**src/pkg/pgr_pkg.sv**
```systemverilog
// Package: register map, configuration layout and mode codes for the pad register logic
package pgr_pkg;

   // ==========================================
   // Register map
   localparam int         WB_AW    = 8;
   localparam logic [7:0] OFF_CTRL = 8'h00;
   localparam logic [7:0] OFF_STAT = 8'h04;

   // ==========================================
   // Pin modes
   localparam logic [1:0] MODE_IN    = 2'h0;
   localparam logic [1:0] MODE_OUT   = 2'h1;
   localparam logic [1:0] MODE_BIDIR = 2'h2;
   localparam logic [1:0] MODE_CLK   = 2'h3;

   // ==========================================
   // Bypass destinations
   localparam logic [1:0] BYP_CLOCK_NET = 2'h0;
   localparam logic [1:0] BYP_CTRL_NET  = 2'h1;
   localparam logic [1:0] BYP_SYNTH     = 2'h2;

   // ==========================================
   // Configuration word, first field is the most significant
   typedef struct packed {
      logic [1:0] byp_sel;
      logic       resync;
      logic       tx_dual;
      logic       rx_dual;
      logic       tx_inv;
      logic       oe_fall;
      logic       oe_reg;
      logic       tx_fall;
      logic       tx_reg;
      logic       rx_fall;
      logic       rx_reg;
      logic [1:0] mode;
   } pgr_cfg_t;

   localparam int          CFG_W    = $bits(pgr_cfg_t);
   localparam logic [13:0] CTRL_RST = 14'h0000;
   localparam int          STAT_W   = 6;

endpackage

```
**src/hw/pgr_pad_logic.sv**
```systemverilog
// Pad register logic: capture, launch and enable registers between fabric and one pad
`timescale 1ns/10ps
// Overview of operation
// - Input capture samples pad before fabric; output register holds fabric data before pad.
// - Output enable, direct or registered, switches the pad driver on and off.
// - Input mode uses only the input path, direct or registered on a chosen edge.
// - Bypass output feeds the alternate function without any capture stage.
// - Dual-edge input captures pad on both rx clock edges into two streams.
// - Output mode uses only the output path, direct or registered on a chosen edge.
// - Registered output value can be inverted toward the pad.
// - Dual-edge output launches two bits on both tx edges, muxed onto the pad.
// - Bidirectional uses all paths; rx clock for capture, tx clock for data and enable.
// - Every register has its own edge choice; input and output registered independently.
// - Clock-output mode drives the core clock tree level out through the pad.
// - Bypass works only with no input register; targets clock, control or synth reference.
// - Pins sharing differential-pair resources offer no dual-edge operation.
// - Dual-edge only on pins in banks that support it.
// - Dual-edge input: bit 0 rising sample, bit 1 falling sample.
// - Dual-edge output: bit 0 launched on rising, bit 1 on falling edge.
// - Resync mode delays the falling sample half a cycle to present on rising edge.
module pgr_pad_logic
   import pgr_pkg::*;
#(
   parameter int BANK_DUAL_EDGE = 1,
   parameter int LVDS_SHARED    = 0
) (
   // Clock and reset
   input  wire logic             clk_i,
   input  wire logic             rst_i,
   // Wishbone slave
   input  wire logic             wb_cyc_i,
   input  wire logic             wb_stb_i,
   input  wire logic             wb_we_i,
   input  wire logic [WB_AW-1:0] wb_adr_i,
   input  wire logic [31:0]      wb_dat_i,
   input  wire logic [3:0]       wb_sel_i,
   output logic      [31:0]      wb_dat_o,
   output logic                  wb_ack_o,
   // Fabric side
   input  wire logic             rx_reg_clk_i,
   input  wire logic             tx_reg_clk_i,
   input  wire logic             core_clk_tree_i,
   input  wire logic [1:0]       tx_data_i,
   input  wire logic             oe_i,
   output logic      [1:0]       rx_data_o,
   // Bypass destinations
   output logic                  global_clock_net_o,
   output logic                  global_ctrl_net_o,
   output logic                  synth_ref_input_o,
   // Pad
   input  wire logic             pad_i,
   output logic                  pad_o,
   output logic                  pad_oe_o
);

   // ==========================================
   // Elaboration checks
   if (!(BANK_DUAL_EDGE inside {0, 1}) || !(LVDS_SHARED inside {0, 1})) begin : g_bad_par
      $error("BANK_DUAL_EDGE and LVDS_SHARED must be 0 or 1");
   end
   // Shared differential resources never get dual-edge, even in a capable bank
   localparam logic DUAL_EDGE_OK = (BANK_DUAL_EDGE == 1) && (LVDS_SHARED == 0);

   pgr_cfg_t          ctrl_q;
   pgr_cfg_t          ctrl_d;
   logic              ack_q;
   logic              ack_d;
   logic [31:0]       dat_q;
   logic [31:0]       dat_d;
   logic [31:0]       wr_w;
   logic [STAT_W-1:0] stat_w;

   logic       rx_clk_q;
   logic       rx_cap0_q;
   logic       rx_cap0_d;
   logic       rx_cap1_q;
   logic       rx_cap1_d;
   logic       rx_rs_q;
   logic       rx_rs_d;
   logic [1:0] rx_data_q;
   logic [1:0] rx_data_d;
   logic [2:0] byp_q;
   logic [2:0] byp_d;
   logic       rx_rise;
   logic       rx_fall;
   logic       rx_edge;
   logic       rx_dual;
   logic       in_en;

   logic tx_clk_q;
   logic tx0_q;
   logic tx0_d;
   logic tx1_q;
   logic tx1_d;
   logic oe_q;
   logic oe_d;
   logic pad_q;
   logic pad_d;
   logic pad_oe_q;
   logic pad_oe_d;
   logic tx_rise;
   logic tx_fall;
   logic tx_edge;
   logic oe_edge;
   logic tx_dual;
   logic tx_val;
   logic drive;

   // ==========================================
   // Wishbone register file
   // Ack comes one cycle after the request and drops the cycle after
   assign stat_w = {pad_i, pad_oe_q, pad_q, rx_data_q, DUAL_EDGE_OK};

   always_comb begin
      ctrl_d = ctrl_q;
      wr_w   = {{(32 - CFG_W){1'b0}}, ctrl_q};
      ack_d  = wb_cyc_i & wb_stb_i & ~ack_q;
      dat_d  = 32'h0000_0000;
      if (ack_d) begin
         if (wb_adr_i == OFF_CTRL) begin
            dat_d = wr_w;
            if (wb_we_i) begin
               for (int b = 0; b < 4; b++) begin
                  if (wb_sel_i[b]) begin
                     wr_w[8*b +: 8] = wb_dat_i[8*b +: 8];
                  end
               end
               ctrl_d = pgr_cfg_t'(wr_w[CFG_W-1:0]);
            end
         end else if (wb_adr_i == OFF_STAT) begin
            dat_d = {{(32 - STAT_W){1'b0}}, stat_w};
         end
      end
   end

   always_ff @(posedge clk_i) begin
      if (rst_i) begin
         ctrl_q <= pgr_cfg_t'(CTRL_RST);
         ack_q  <= 1'b0;
         dat_q  <= 32'h0000_0000;
      end else begin
         ctrl_q <= ctrl_d;
         ack_q  <= ack_d;
         dat_q  <= dat_d;
      end
   end

   assign wb_ack_o = ack_q;
   assign wb_dat_o = dat_q;

   // ==========================================
   // Input path
   // The rx clock is sampled, so an edge is seen one cycle late; it must be slower than clk_i
   always_comb begin
      rx_rise   = rx_reg_clk_i & ~rx_clk_q;
      rx_fall   = ~rx_reg_clk_i & rx_clk_q;
      rx_edge   = ctrl_q.rx_fall ? rx_fall : rx_rise;
      in_en     = (ctrl_q.mode == MODE_IN) || (ctrl_q.mode == MODE_BIDIR);
      rx_dual   = ctrl_q.rx_dual & DUAL_EDGE_OK;
      rx_cap0_d = rx_cap0_q;
      rx_cap1_d = rx_cap1_q;
      rx_rs_d   = rx_rs_q;
      if (in_en && rx_dual) begin
         if (rx_rise) begin
            rx_cap0_d = pad_i;
            rx_rs_d   = rx_cap1_q;
         end
         if (rx_fall) begin
            rx_cap1_d = pad_i;
         end
      end else if (in_en && ctrl_q.rx_reg && rx_edge) begin
         rx_cap0_d = pad_i;
      end
      rx_data_d = 2'h0;
      if (in_en) begin
         if (rx_dual) begin
            rx_data_d = {ctrl_q.resync ? rx_rs_q : rx_cap1_q, rx_cap0_q};
         end else if (ctrl_q.rx_reg) begin
            rx_data_d = {1'b0, rx_cap0_q};
         end else begin
            rx_data_d = {1'b0, pad_i};
         end
      end
      byp_d = 3'h0;
      // Bypass only exists when nothing captures the pad
      if (ctrl_q.mode == MODE_IN && !ctrl_q.rx_reg && !rx_dual) begin
         byp_d[0] = (ctrl_q.byp_sel == BYP_CLOCK_NET) & pad_i;
         byp_d[1] = (ctrl_q.byp_sel == BYP_CTRL_NET) & pad_i;
         byp_d[2] = (ctrl_q.byp_sel == BYP_SYNTH) & pad_i;
      end
   end

   always_ff @(posedge clk_i) begin
      if (rst_i) begin
         rx_clk_q  <= rx_reg_clk_i;
         rx_cap0_q <= 1'b0;
         rx_cap1_q <= 1'b0;
         rx_rs_q   <= 1'b0;
         rx_data_q <= 2'h0;
         byp_q     <= 3'h0;
      end else begin
         rx_clk_q  <= rx_reg_clk_i;
         rx_cap0_q <= rx_cap0_d;
         rx_cap1_q <= rx_cap1_d;
         rx_rs_q   <= rx_rs_d;
         rx_data_q <= rx_data_d;
         byp_q     <= byp_d;
      end
   end

   assign rx_data_o          = rx_data_q;
   assign global_clock_net_o = byp_q[0];
   assign global_ctrl_net_o  = byp_q[1];
   assign synth_ref_input_o  = byp_q[2];

   // ==========================================
   // Output and enable path
   always_comb begin
      tx_rise = tx_reg_clk_i & ~tx_clk_q;
      tx_fall = ~tx_reg_clk_i & tx_clk_q;
      tx_edge = ctrl_q.tx_fall ? tx_fall : tx_rise;
      oe_edge = ctrl_q.oe_fall ? tx_fall : tx_rise;
      tx_dual = ctrl_q.tx_dual & DUAL_EDGE_OK;
      tx0_d   = tx0_q;
      tx1_d   = tx1_q;
      oe_d    = oe_q;
      if (tx_dual) begin
         if (tx_rise) begin
            tx0_d = tx_data_i[0];
         end
         if (tx_fall) begin
            tx1_d = tx_data_i[1];
         end
      end else if (ctrl_q.tx_reg && tx_edge) begin
         tx0_d = tx_data_i[0];
      end
      if (ctrl_q.oe_reg && oe_edge) begin
         oe_d = oe_i;
      end
      if (tx_dual) begin
         tx_val = tx_clk_q ? tx0_q : tx1_q;
      end else if (ctrl_q.tx_reg) begin
         tx_val = tx0_q;
      end else begin
         tx_val = tx_data_i[0];
      end
      if ((tx_dual || ctrl_q.tx_reg) && ctrl_q.tx_inv) begin
         tx_val = ~tx_val;
      end
      case (ctrl_q.mode)
         MODE_OUT: begin
            drive = 1'b1;
         end
         MODE_BIDIR: begin
            drive = ctrl_q.oe_reg ? oe_q : oe_i;
         end
         MODE_CLK: begin
            drive  = 1'b1;
            tx_val = core_clk_tree_i;
         end
         default: begin
            drive = 1'b0;
         end
      endcase
      pad_oe_d = drive;
      pad_d    = drive & tx_val;
   end

   always_ff @(posedge clk_i) begin
      if (rst_i) begin
         tx_clk_q <= tx_reg_clk_i;
         tx0_q    <= 1'b0;
         tx1_q    <= 1'b0;
         oe_q     <= 1'b0;
         pad_q    <= 1'b0;
         pad_oe_q <= 1'b0;
      end else begin
         tx_clk_q <= tx_reg_clk_i;
         tx0_q    <= tx0_d;
         tx1_q    <= tx1_d;
         oe_q     <= oe_d;
         pad_q    <= pad_d;
         pad_oe_q <= pad_oe_d;
      end
   end

   assign pad_o    = pad_q;
   assign pad_oe_o = pad_oe_q;
endmodule

```
**config.mk**
```make
export PLATFORM = sky130hd
export DESIGN_NAME = pgr_pad_logic
export DESIGN_NICKNAME = d
export VERILOG_FILES = /design/src/pkg/pgr_pkg.sv /design/src/hw/pgr_pad_logic.sv
export SDC_FILE = /design/constraint.sdc
export NUM_CORES = 1
export LEC_CHECK = 0
export BUFFER_PORTS_ARGS = -buffer_cell sky130_fd_sc_hd__buf_4
export CAP_MARGIN = 20
export CORE_ASPECT_RATIO = 1.25
export CORE_MARGIN = 2
export CORE_UTILIZATION = 41
export CTS_CLUSTER_SIZE = 14
export DETAILED_ROUTE_END_ITERATION = 10
export GPL_TIMING_DRIVEN = 0
export HOLD_SLACK_MARGIN = 0.15
export PLACE_DENSITY = 0.76
export SETUP_SLACK_MARGIN = 0.4
export SYNTH_ARGS = -nofsm -noshare
export SYNTH_HDL_FRONTEND = slang
export SYNTH_SLANG_ARGS = --single-unit
```
**constraint.sdc**
```tcl
create_clock -name clk_i -period 1.5 [get_ports clk_i]
set_clock_uncertainty 0.2 [all_clocks]
set_input_delay 0.15 -clock clk_i [delete_from_list [all_inputs] [get_ports clk_i]]
set_output_delay 0.15 -clock clk_i [all_outputs]
set_load 0.01 [all_outputs]
```
**After elaboration in Yosys (flattened, before gate mapping)**

Index checks and enable logic that the tools add are counted.
W data, S select, Z words.

- Multiplexer cells: 21
- Equality and inequality tests: 8
- Bitwise gates (word level): 19
- Reductions and logical operators: 29

Operators with widths:

| cell | count |
|---|---|
| $mux W1 | 17 |
| $mux W14 | 1 |
| $and A1 B1 Y1 | 10 |
| $reduce_and A2 Y1 | 5 |
| $not A1 Y1 | 9 |
| $eq A8 B3 Y1 const B | 1 |
| $logic_and A1 B1 Y1 | 8 |
| $logic_not A8 Y1 | 1 |
| $reduce_and A4 Y1 | 2 |
| $reduce_or A2 Y1 | 4 |
| $eq A2 B2 Y1 const B | 3 |
| $mux W6 | 1 |
| $eq A2 B1 Y1 const B | 2 |
| $logic_not A2 Y1 | 2 |
| $reduce_bool A2 Y1 | 2 |
| $reduce_or A3 Y1 | 1 |
| $logic_not A1 Y1 | 2 |
| $logic_or A1 B1 Y1 | 2 |
| $mux W2 | 1 |
| $ne A2 B1 Y1 const B | 1 |
| $ne A2 B2 Y1 const B | 1 |
| $pmux W1 S2 | 1 |

- Output and inout bits: 40
- Bits in registers: 62
- Input bits: 56

**Depth between registers and ports, before layout**

Gate-level depths: netlist of run 1.

- Word-level depth: 6
- Gate-level depth with buffers: 7
- Mapped depth without buffers: 4

**Worst setup path after synthesis of run 1**

OpenSTA, ideal clock, no wires.

- Kind: flip-flop to flip-flop
- Start point: register ack_q (netlist: wb_ack_o)
- End point: register ctrl_q[11] (netlist name)
- Arrival: 1.304 ns
- Slack: -0.121 ns
- Stages on the path, launching flop included: 7
- Period minus slack after synthesis: 1.621 ns
- Data required time: 1.184 ns
- Cells stage by stage: dfxtp_1 and3b_1 and4_1 buf_6 and2_1 buf_2 a31o_2

- Longest elaborated chain between the ends: 3

Ends and longest elaborated chain:

| item | RTL line | RTL |
|---|---|---|
| start, declared | pgr_pad_logic.sv:66 | `logic ack_q;` |
| start signal, assigned | pgr_pad_logic.sv:143 | `ack_q <= ack_d;` |
| $not A1 Y1 | pgr_pad_logic.sv:117 | `ack_d = wb_cyc_i & wb_stb_i & ~ack_q;` |
| $and A1 B1 Y1 | pgr_pad_logic.sv:117 |  |
| $reduce_and A4 Y1 (no line) | n/a |  |
| end signal, assigned | pgr_pad_logic.sv:138 | `ctrl_q <= pgr_cfg_t'(CTRL_RST);` |
| end signal, assigned | pgr_pad_logic.sv:142 | `ctrl_q <= ctrl_d;` |
| end, declared | pgr_pad_logic.sv:64 | `pgr_cfg_t ctrl_q;` |

Every way passes these cells.
A chain may end at the register's enable or synchronous reset.

**Worst setup path after layout of run 1**

- Start point: register ack_q (netlist: wb_ack_o)
- End point: register ctrl_q[6] (netlist name)

Same word-level chain as after synthesis.

==> summary.md, run 1 <==
| Metric | Value |
|---|---|
| Placer Congestion | `0.778` |
| Overall power | `~2300 µW` |
| Post-synthesis compound-gate area fraction | `between 10% and 20%` |
| WP data arrival | `1.60 ns` |
| Post-Route Utilization | `approximately three quarters` |
| Post-DP HPWL | `3.21 mm` |
| Overall die area | `around 0.0052 mm²` |
| Max Cap Viol | `0` |
| Layout filler cell count | `333` |
| Via density | `between 4 and 5` |
| Share of cells above drive strength 1 | `56.4%` |
| DR vias | `approximately 1800` |
| Switching Fraction | `between 20% and 30%` |
| CTS tree | `yes` |
| CTS Buf Count | `5` |
| Failing checks | `negative hold slack, negative setup slack` |
| Initial Utilization | `a little over two fifths` |
| Clk buf depth | `2` |
| Internal power | `around 1700 µW` |
| Crit-path max cell delay | `approximately 0.33 ns` |
| Leakage power | `around 0.0014 µW` |
| Reg-to-Reg End | `ctrl_q[6]$_SDFFE_PP0P_` |
| I/O Buffers | `54` |
| CP Cell Sequence | `and3b_1, and4_1, buf_6, and2_4, buf_8, a31o_4` |
| RSZ-0062 raised after global routing | `yes` |
| Final WL | `~5.2 mm` |
| Post-route DRC | `0` |
| Fin nets | `about 370` |
| Tot GR Track Use | `about 20%` |
| Post-synth EDFFs | `0` |
| Ant. Diodes | `0` |
| Slowest-stage cell, CP | `dfxtp_2` |
| NetSw | `557 µW` |
| DIE HEIGHT | `approximately 80 µm` |
| Critical Path End Type | `flop` |
| R2R Setup Slk | `-0.09 ns` |
| Hold Crit Depth | `3` |
| Status | `complete, but fails checks` |
| Commonest non-fill, non-tap cell in the layout | `buf_4` |
| Worst Path Required | `around 1.5 ns` |
| Fmax | `roughly 630 MHz` |
| Pre-antenna DRT Iters | `4` |
| Initial antenna violation count | `0` |
| Total gr overflow | `0` |
| Placed instance count | `around 330` |
| Post-synth cell types | `37` |
| Post-Synthesis Cells | `about 200` |
| Crit Path Max Fanout | `8` |
| Largest net degree at the start of global routing | `15` |
| Placement Setup Slack | `-0.238 ns` |
| R2r startpoint | `wb_ack_o$_SDFF_PP0_` |
| Post-Synth Adder-Cell Area | `0%` |
| CTS Sinks | `44` |
| Simple-Gate Fraction of Synth Area | `slightly above 20%` |
| Number of DRC markers in iteration 0 | `56` |
| Core box area | `approximately 0.0045 mm²` |
| Largest family of logic cells by synthesized area | `simple AND/OR/NAND/NOR gates` |
| Fraction of the yosys area taken by sequential cells | `approximately 46%` |
| Clk pwr share | `roughly 35%` |
| Row count | `27` |
| Clk slew on worst S/H paths | `roughly 0.090 ns` |
| Worst Hold Slack | `-0.0337 ns` |
| CTS H-tree lvls | `2` |
| Min Tclk post-route | `1.59 ns` |
| Hold Fails Final Rpt | `7` |
| Mux contribution to synthesized area | `under 10%` |
| Crit start category | `flop` |
| Comb power frac | `between 10% and 20%` |
| Worst VDD drop | `0.371 mV` |
| Final Non-Filler Cells | `370` |
| Clk Latency, worst-skew pair | `0.31 ns` |
| Layout area overhead | `71.2%` |
| Hold Crit Start | `wb_adr_i[2]` |
| Tcrit/Tclk final | `106%` |
| Vias in the first global route | `~1700` |
| Num ports | `96` |
| Ys Warns | `0` |
| CTS root buf | `clkbuf_8` |
| Most frequent cells in the layout | `buf_4 (56), buf_6 (29), dfxtp_2 (26), nand2_1 (19), dlygate4sd3_1 (19)` |
| PD cells | `692 mW/mm²` |
| Final worst setup slack | `-0.0943 ns` |
| Die span in x | `~65 µm` |
| Detail Route Antenna Nets | `0` |
| WHS Endpoint | `wb_dat_o[0]$_SDFF_PP0_` |
| Avg WL per Cell | `roughly 14 µm` |
| Fin. max-slew vios | `0` |
| Setup-violating endpoint count in the final report | `23` |
| Post-Syn Area per Cell | `9.47 µm²` |
| Synthesis-stage register bit count | `44` |
| Cell count of the worst reg-to-reg path | `6` |
| Worst min-delay path class | `input port to flop` |
| Post-Syn Area | `0.00191 mm²` |
| Seq pwr share | `approximately 52%` |
| Top FF cell, synth | `dfxtp_1` |
| First-pass GRT wire length | `7.81 mm` |
| Async S/R FF share, synth | `0%` |
| Synth Area in XOR/XNOR | `less than 1%` |
| CP Class | `flop to flop` |
-- per-stage QoR --
| step | TNS [ns] | area, µm² |
|---|---|---|
| after global placement | -3.86 | 2590 |
| final | -1.41 | 3270 |
| after CTS | -0.925 | 3070 |
| after detailed placement | -4.16 | 2590 |
| after global routing | -2.47 | 3270 |
| after floorplan | -0.584 | 2110 |
-- synth_stat cells, types with 2 or more instances --
master    number  area (µm²)
dfxtp_1       44         881
a31o_2        14         123
nand2_1       20        75.1
nand2b_1       2        12.5
a21oi_1       18        90.1
nand3b_1       3        22.5
buf_4         19         143
nor3b_1        6        45.0
nor3_1         4        20.0
nor4bb_1       2        20.0
mux2i_1       12         120
clkbuf_1       5        18.8
inv_1          3        11.3
buf_2          2        10.0
and2_1        10        62.6
buf_6          4        45.0
nor2_1        12        45.0
o21ai_0        3        15.0
-- power groups by stage --
stage          clock (µW)  combinational (µW)  sequential [µW]
2_1_floorplan           0                 113             1210
3_3_place_gp            0                 212             1210
3_5_place_dp            0                 214             1210
4_1_cts               804                 267             1180
5_1_grt               856                 307             1180
6_report              802                 287             1180
-- worst max path at each step --
stage,cells past startpoint,start,end,slack (ns)
final,6,wb_ack_o$_SDFF_PP0_,ctrl_q[6]$_SDFFE_PP0P_,-0.09
after global routing,6,wb_ack_o$_SDFF_PP0_,ctrl_q[6]$_SDFFE_PP0P_,-0.14
after CTS,6,wb_ack_o$_SDFF_PP0_,ctrl_q[6]$_SDFFE_PP0P_,-0.08
after detailed placement,7,wb_adr_i[0],ctrl_q[6]$_SDFFE_PP0P_,-0.24
after global placement,7,wb_adr_i[0],ctrl_q[6]$_SDFFE_PP0P_,-0.23
after floorplan,6,wb_ack_o$_SDFF_PP0_,ctrl_q[0]$_SDFFE_PP0P_,-0.05
-- cell type report --
type	instances	area [µm²]	area share, %
Clock inverter	2	15.0	0.459
Multi-Input combinational cell	142	1110	33.9
Sequential cell	44	921	28.1
Inverter	3	11.3	0.344
Buffer	30	246	7.53
Timing Repair Buffer	85	815	24.9
Clock buffer	6	82.6	2.52
Tap cell	58	72.6	2.22
-- registers in the layout (all words and copies together), names as in the netlist, 2 cells and up --
signal	cells
wb_dat_o	14
ctrl_q	12
byp_q	3
rx_data_o	2
-- repair_timing --
| item | CTS | global route |
|---|---|---|
| endpoints found under the hold margin | 44 | 34 |
| pin swaps | 14 | 16 |
| hold buffers | 19 | 2 |
| buffers inserted | 8 | 2 |
| gates cloned | 0 | 1 |
| endpoints found under the setup margin | 49 | 61 |
| gates resized for setup | 34 | 52 |
-- routing by layer --
| metal | vias to the layer above | share of wire [%] | GRT usage [%] | routed length, µm |
|---|---|---|---|---|
| li1 | 880 | - | - | - |
| met1 | 823 | 38 | 20.9 | 1990 |
| met2 | 69 | 53 | 36.4 | 2710 |
| met3 | 13 | 6.0 | 3.92 | 311 |
| met4 | 0 | 3.0 | 9.17 | 157 |
| met5 | - | 0 | 0 | 0 |
-- worst max-delay path: cells and delay by family, from the launching register on --
kind	cells	cell delay (ns)
AO/OA/AOI/OAI	1	0.21
buffers and inverters	2	0.28
flip-flops	1	0.33
AND/OR/NAND/NOR	3	0.49
-- cell families after synthesis --
logic type | after synthesis
multiplexers | 13
XOR/XNOR | 1
AO/OA/AOI/OAI | 40
other | 1
flip-flops | 44
buffers and inverters | 33
AND/OR/NAND/NOR | 70
(Power assumes the default switching activity.)
==> run 2: changes to the inputs <==
Settings changed: PLACE_DENSITY 0.76 to 0.74.
==> summary.md, run 2 (same netlist as run 1, synthesis figures left out) <==
| Metric | Value |
|---|---|
| CTS Sinks | `44 (unchanged)` |
| Setup-violating endpoint count in the final report | `22 (-4.3%)` |
| Vias in the first global route | `1672 (-4.1%)` |
| Placer Congestion | `0.844 (+8.5%)` |
| Clk buf depth | `2 (unchanged)` |
| Core box area | `0.00446 mm² (unchanged)` |
| CTS Buf Count | `5 (unchanged)` |
| Failing checks | `negative hold slack, negative setup slack` |
| Post-route DRC | `0 (unchanged)` |
| Fin nets | `366 (-0.27%)` |
| CTS tree | `yes` |
| Tcrit/Tclk final | `108% (+2.1 points)` |
| Overall die area | `0.00523 mm² (unchanged)` |
| Most frequent cells in the layout | `buf_4 (61), buf_6 (25), dfxtp_1 (22), nand2_1 (19)` |
| PD cells | `741 mW/mm² (+7.1%)` |
| Initial Utilization | `42.9% (unchanged)` |
| Die span in x | `65.1 µm (unchanged)` |
| Final WL | `4.95 mm (-4.2%)` |
| RSZ-0062 raised after global routing | `yes` |
| Max reg flops | `14 (unchanged)` |
| WP data arrival | `1.62 ns (+0.02 ns)` |
| Min Tclk post-route | `1.63 ns (+0.0310 ns)` |
| Layout area overhead | `67.7%` |
| Total gr overflow | `0 (unchanged)` |
| Hold Crit Start | `wb_adr_i[2]` |
| R2R Setup Slk | `-0.13 ns (-0.03 ns)` |
| Hold Crit Depth | `3 (unchanged)` |
| Hold Fails Final Rpt | `7 (unchanged)` |
| Fin. max-slew vios | `0 (unchanged)` |
| CTS H-tree lvls | `2 (unchanged)` |
| WHS Endpoint | `wb_dat_o[0]$_SDFF_PP0_` |
| Initial antenna violation count | `0 (unchanged)` |
| CP Class | `flop to flop` |
| Largest net degree at the start of global routing | `16 (+1)` |
| Cell count of the worst reg-to-reg path | `6 (unchanged)` |
| Tot GR Track Use | `19.3% (-0.22 points)` |
| Row count | `27 (unchanged)` |
| Post-DP HPWL | `3.16 mm (-1.5%)` |
| Fmax | `615 MHz (-1.9%)` |
| Max Cap Viol | `0 (unchanged)` |
| CTS root buf | `clkbuf_8` |
| Clk Latency, worst-skew pair | `0.30 ns (about the same)` |
| Ant. Diodes | `0 (unchanged)` |
| Worst VDD drop | `0.394 mV (+6.2%)` |
| Worst Path Required | `1.50 ns (about the same)` |
| Crit start category | `flop` |
| Crit Path Max Fanout | `8 (unchanged)` |
| Detail Route Antenna Nets | `0 (unchanged)` |
| Worst min-delay path class | `input port to flop` |
| Critical Path End Type | `flop` |
| R2r startpoint | `wb_ack_o$_SDFF_PP0_` |
| DR vias | `1743 (-2.4%)` |
| Worst Hold Slack | `-0.0614 ns (-0.0277 ns)` |
| Clk slew on worst S/H paths | `0.08 ns (about the same)` |
| Final worst setup slack | `-0.125 ns (-0.0310 ns)` |
| Avg WL per Cell | `13.4 µm (-3.9%)` |
| Setup TNS | `-1.49 ns (-0.0760 ns)` |
| I/O Buffers | `54 (unchanged)` |
| Share of cells above drive strength 1 | `51.1% (-5.3 points)` |
| First-pass GRT wire length | `7.67 mm (-1.9%)` |
| Num ports | `96 (unchanged)` |
| Placed instance count | `331 (unchanged)` |
| Leakage power | `0.00143 µW (+0.52%)` |
| Pre-antenna DRT Iters | `4 (unchanged)` |
| Layout filler cell count | `350 (+5.1%)` |
| Reg-to-Reg End | `ctrl_q[6]$_SDFFE_PP0P_` |
| Commonest non-fill, non-tap cell in the layout | `buf_4` |
| Status | `complete, but fails checks` |
| Final Non-Filler Cells | `369 (-0.27%)` |
| Number of DRC markers in iteration 0 | `19 (-66%)` |
| Via density | `4.72 (-2.1%)` |
| DIE HEIGHT | `80.4 µm (unchanged)` |
run 2: power by group:
part / internal [µW] / total (µW) / switching, µW
Combinational: 164 / 279 / 115
Clock: 502 / 923 / 422
Sequential: 1170 / 1180 / 6.69
run 2: layout make-up:
class                   count  area, µm²  area share [%]
clock inverters             3       46.3            1.44
multi-input cells         142       1080            33.7
repair buffers             84        768            23.9
inverters                   3       11.3           0.351
clock buffers               5       68.8            2.15
plain buffers              30        243            7.57
flip-flops and latches     44        918            28.6
well taps                  58       72.6            2.26
run 2: how the worst max path moves through the flow:
stage / from / end / slack, ns / cells after the start
6_report: wb_ack_o$_SDFF_PP0_ / ctrl_q[6]$_SDFFE_PP0P_ / -0.13 / 6
2_1_floorplan: wb_ack_o$_SDFF_PP0_ / ctrl_q[0]$_SDFFE_PP0P_ / -0.05 / 6
3_3_place_gp: wb_adr_i[0] / ctrl_q[6]$_SDFFE_PP0P_ / -0.23 / 7
3_5_place_dp: wb_adr_i[0] / ctrl_q[5]$_SDFFE_PP0P_ / -0.26 / 7
4_1_cts: wb_ack_o$_SDFF_PP0_ / ctrl_q[0]$_SDFFE_PP0P_ / -0.09 / 6
5_1_grt: wb_ack_o$_SDFF_PP0_ / ctrl_q[0]$_SDFFE_PP0P_ / -0.16 / 6
run 2: per-stage QoR:
stage	total power [µW]	worst slack, ns	util, %	cell area (µm²)
2_1_floorplan	1320	-0.0543	-	2110
3_3_place_gp	1420	-0.226	58.1	2590
3_5_place_dp	1420	-0.265	58.1	2590
4_1_cts	2380	-0.0942	68.3	3040
5_1_grt	2460	-0.164	71.9	3210
6_report	2380	-0.125	71.9	3210
run 2: routing by layer:
metal | vias to the layer above | global-route usage (%) | part of all wire, %
met2 | 63 | 36.8 | 54
met4 | 0 | 8.13 | 1.7
met5 | - | 0 | 0
li1 | 879 | - | -
met1 | 794 | 21.2 | 39
met3 | 7 | 2.52 | 5.0
run 2: critical path: stages (launching register included):
cell and delay, ns:
dfxtp_2 0.34, and3b_1 0.18, and4_1 0.17, buf_6 0.14, and2_4 0.15, buf_8 0.14, a31o_4 0.21
run 2: repair_timing:
| item | CTS | global route |
|---|---|---|
| endpoints found under the hold margin | 44 | 35 |
| gates resized for setup | 31 | 40 |
| hold buffers | 20 | 1 |
| setup endpoints to repair | 49 | 59 |
| buffers inserted | 4 | 5 |
| pin swaps | 12 | 5 |
| gates cloned | 1 | 0 |
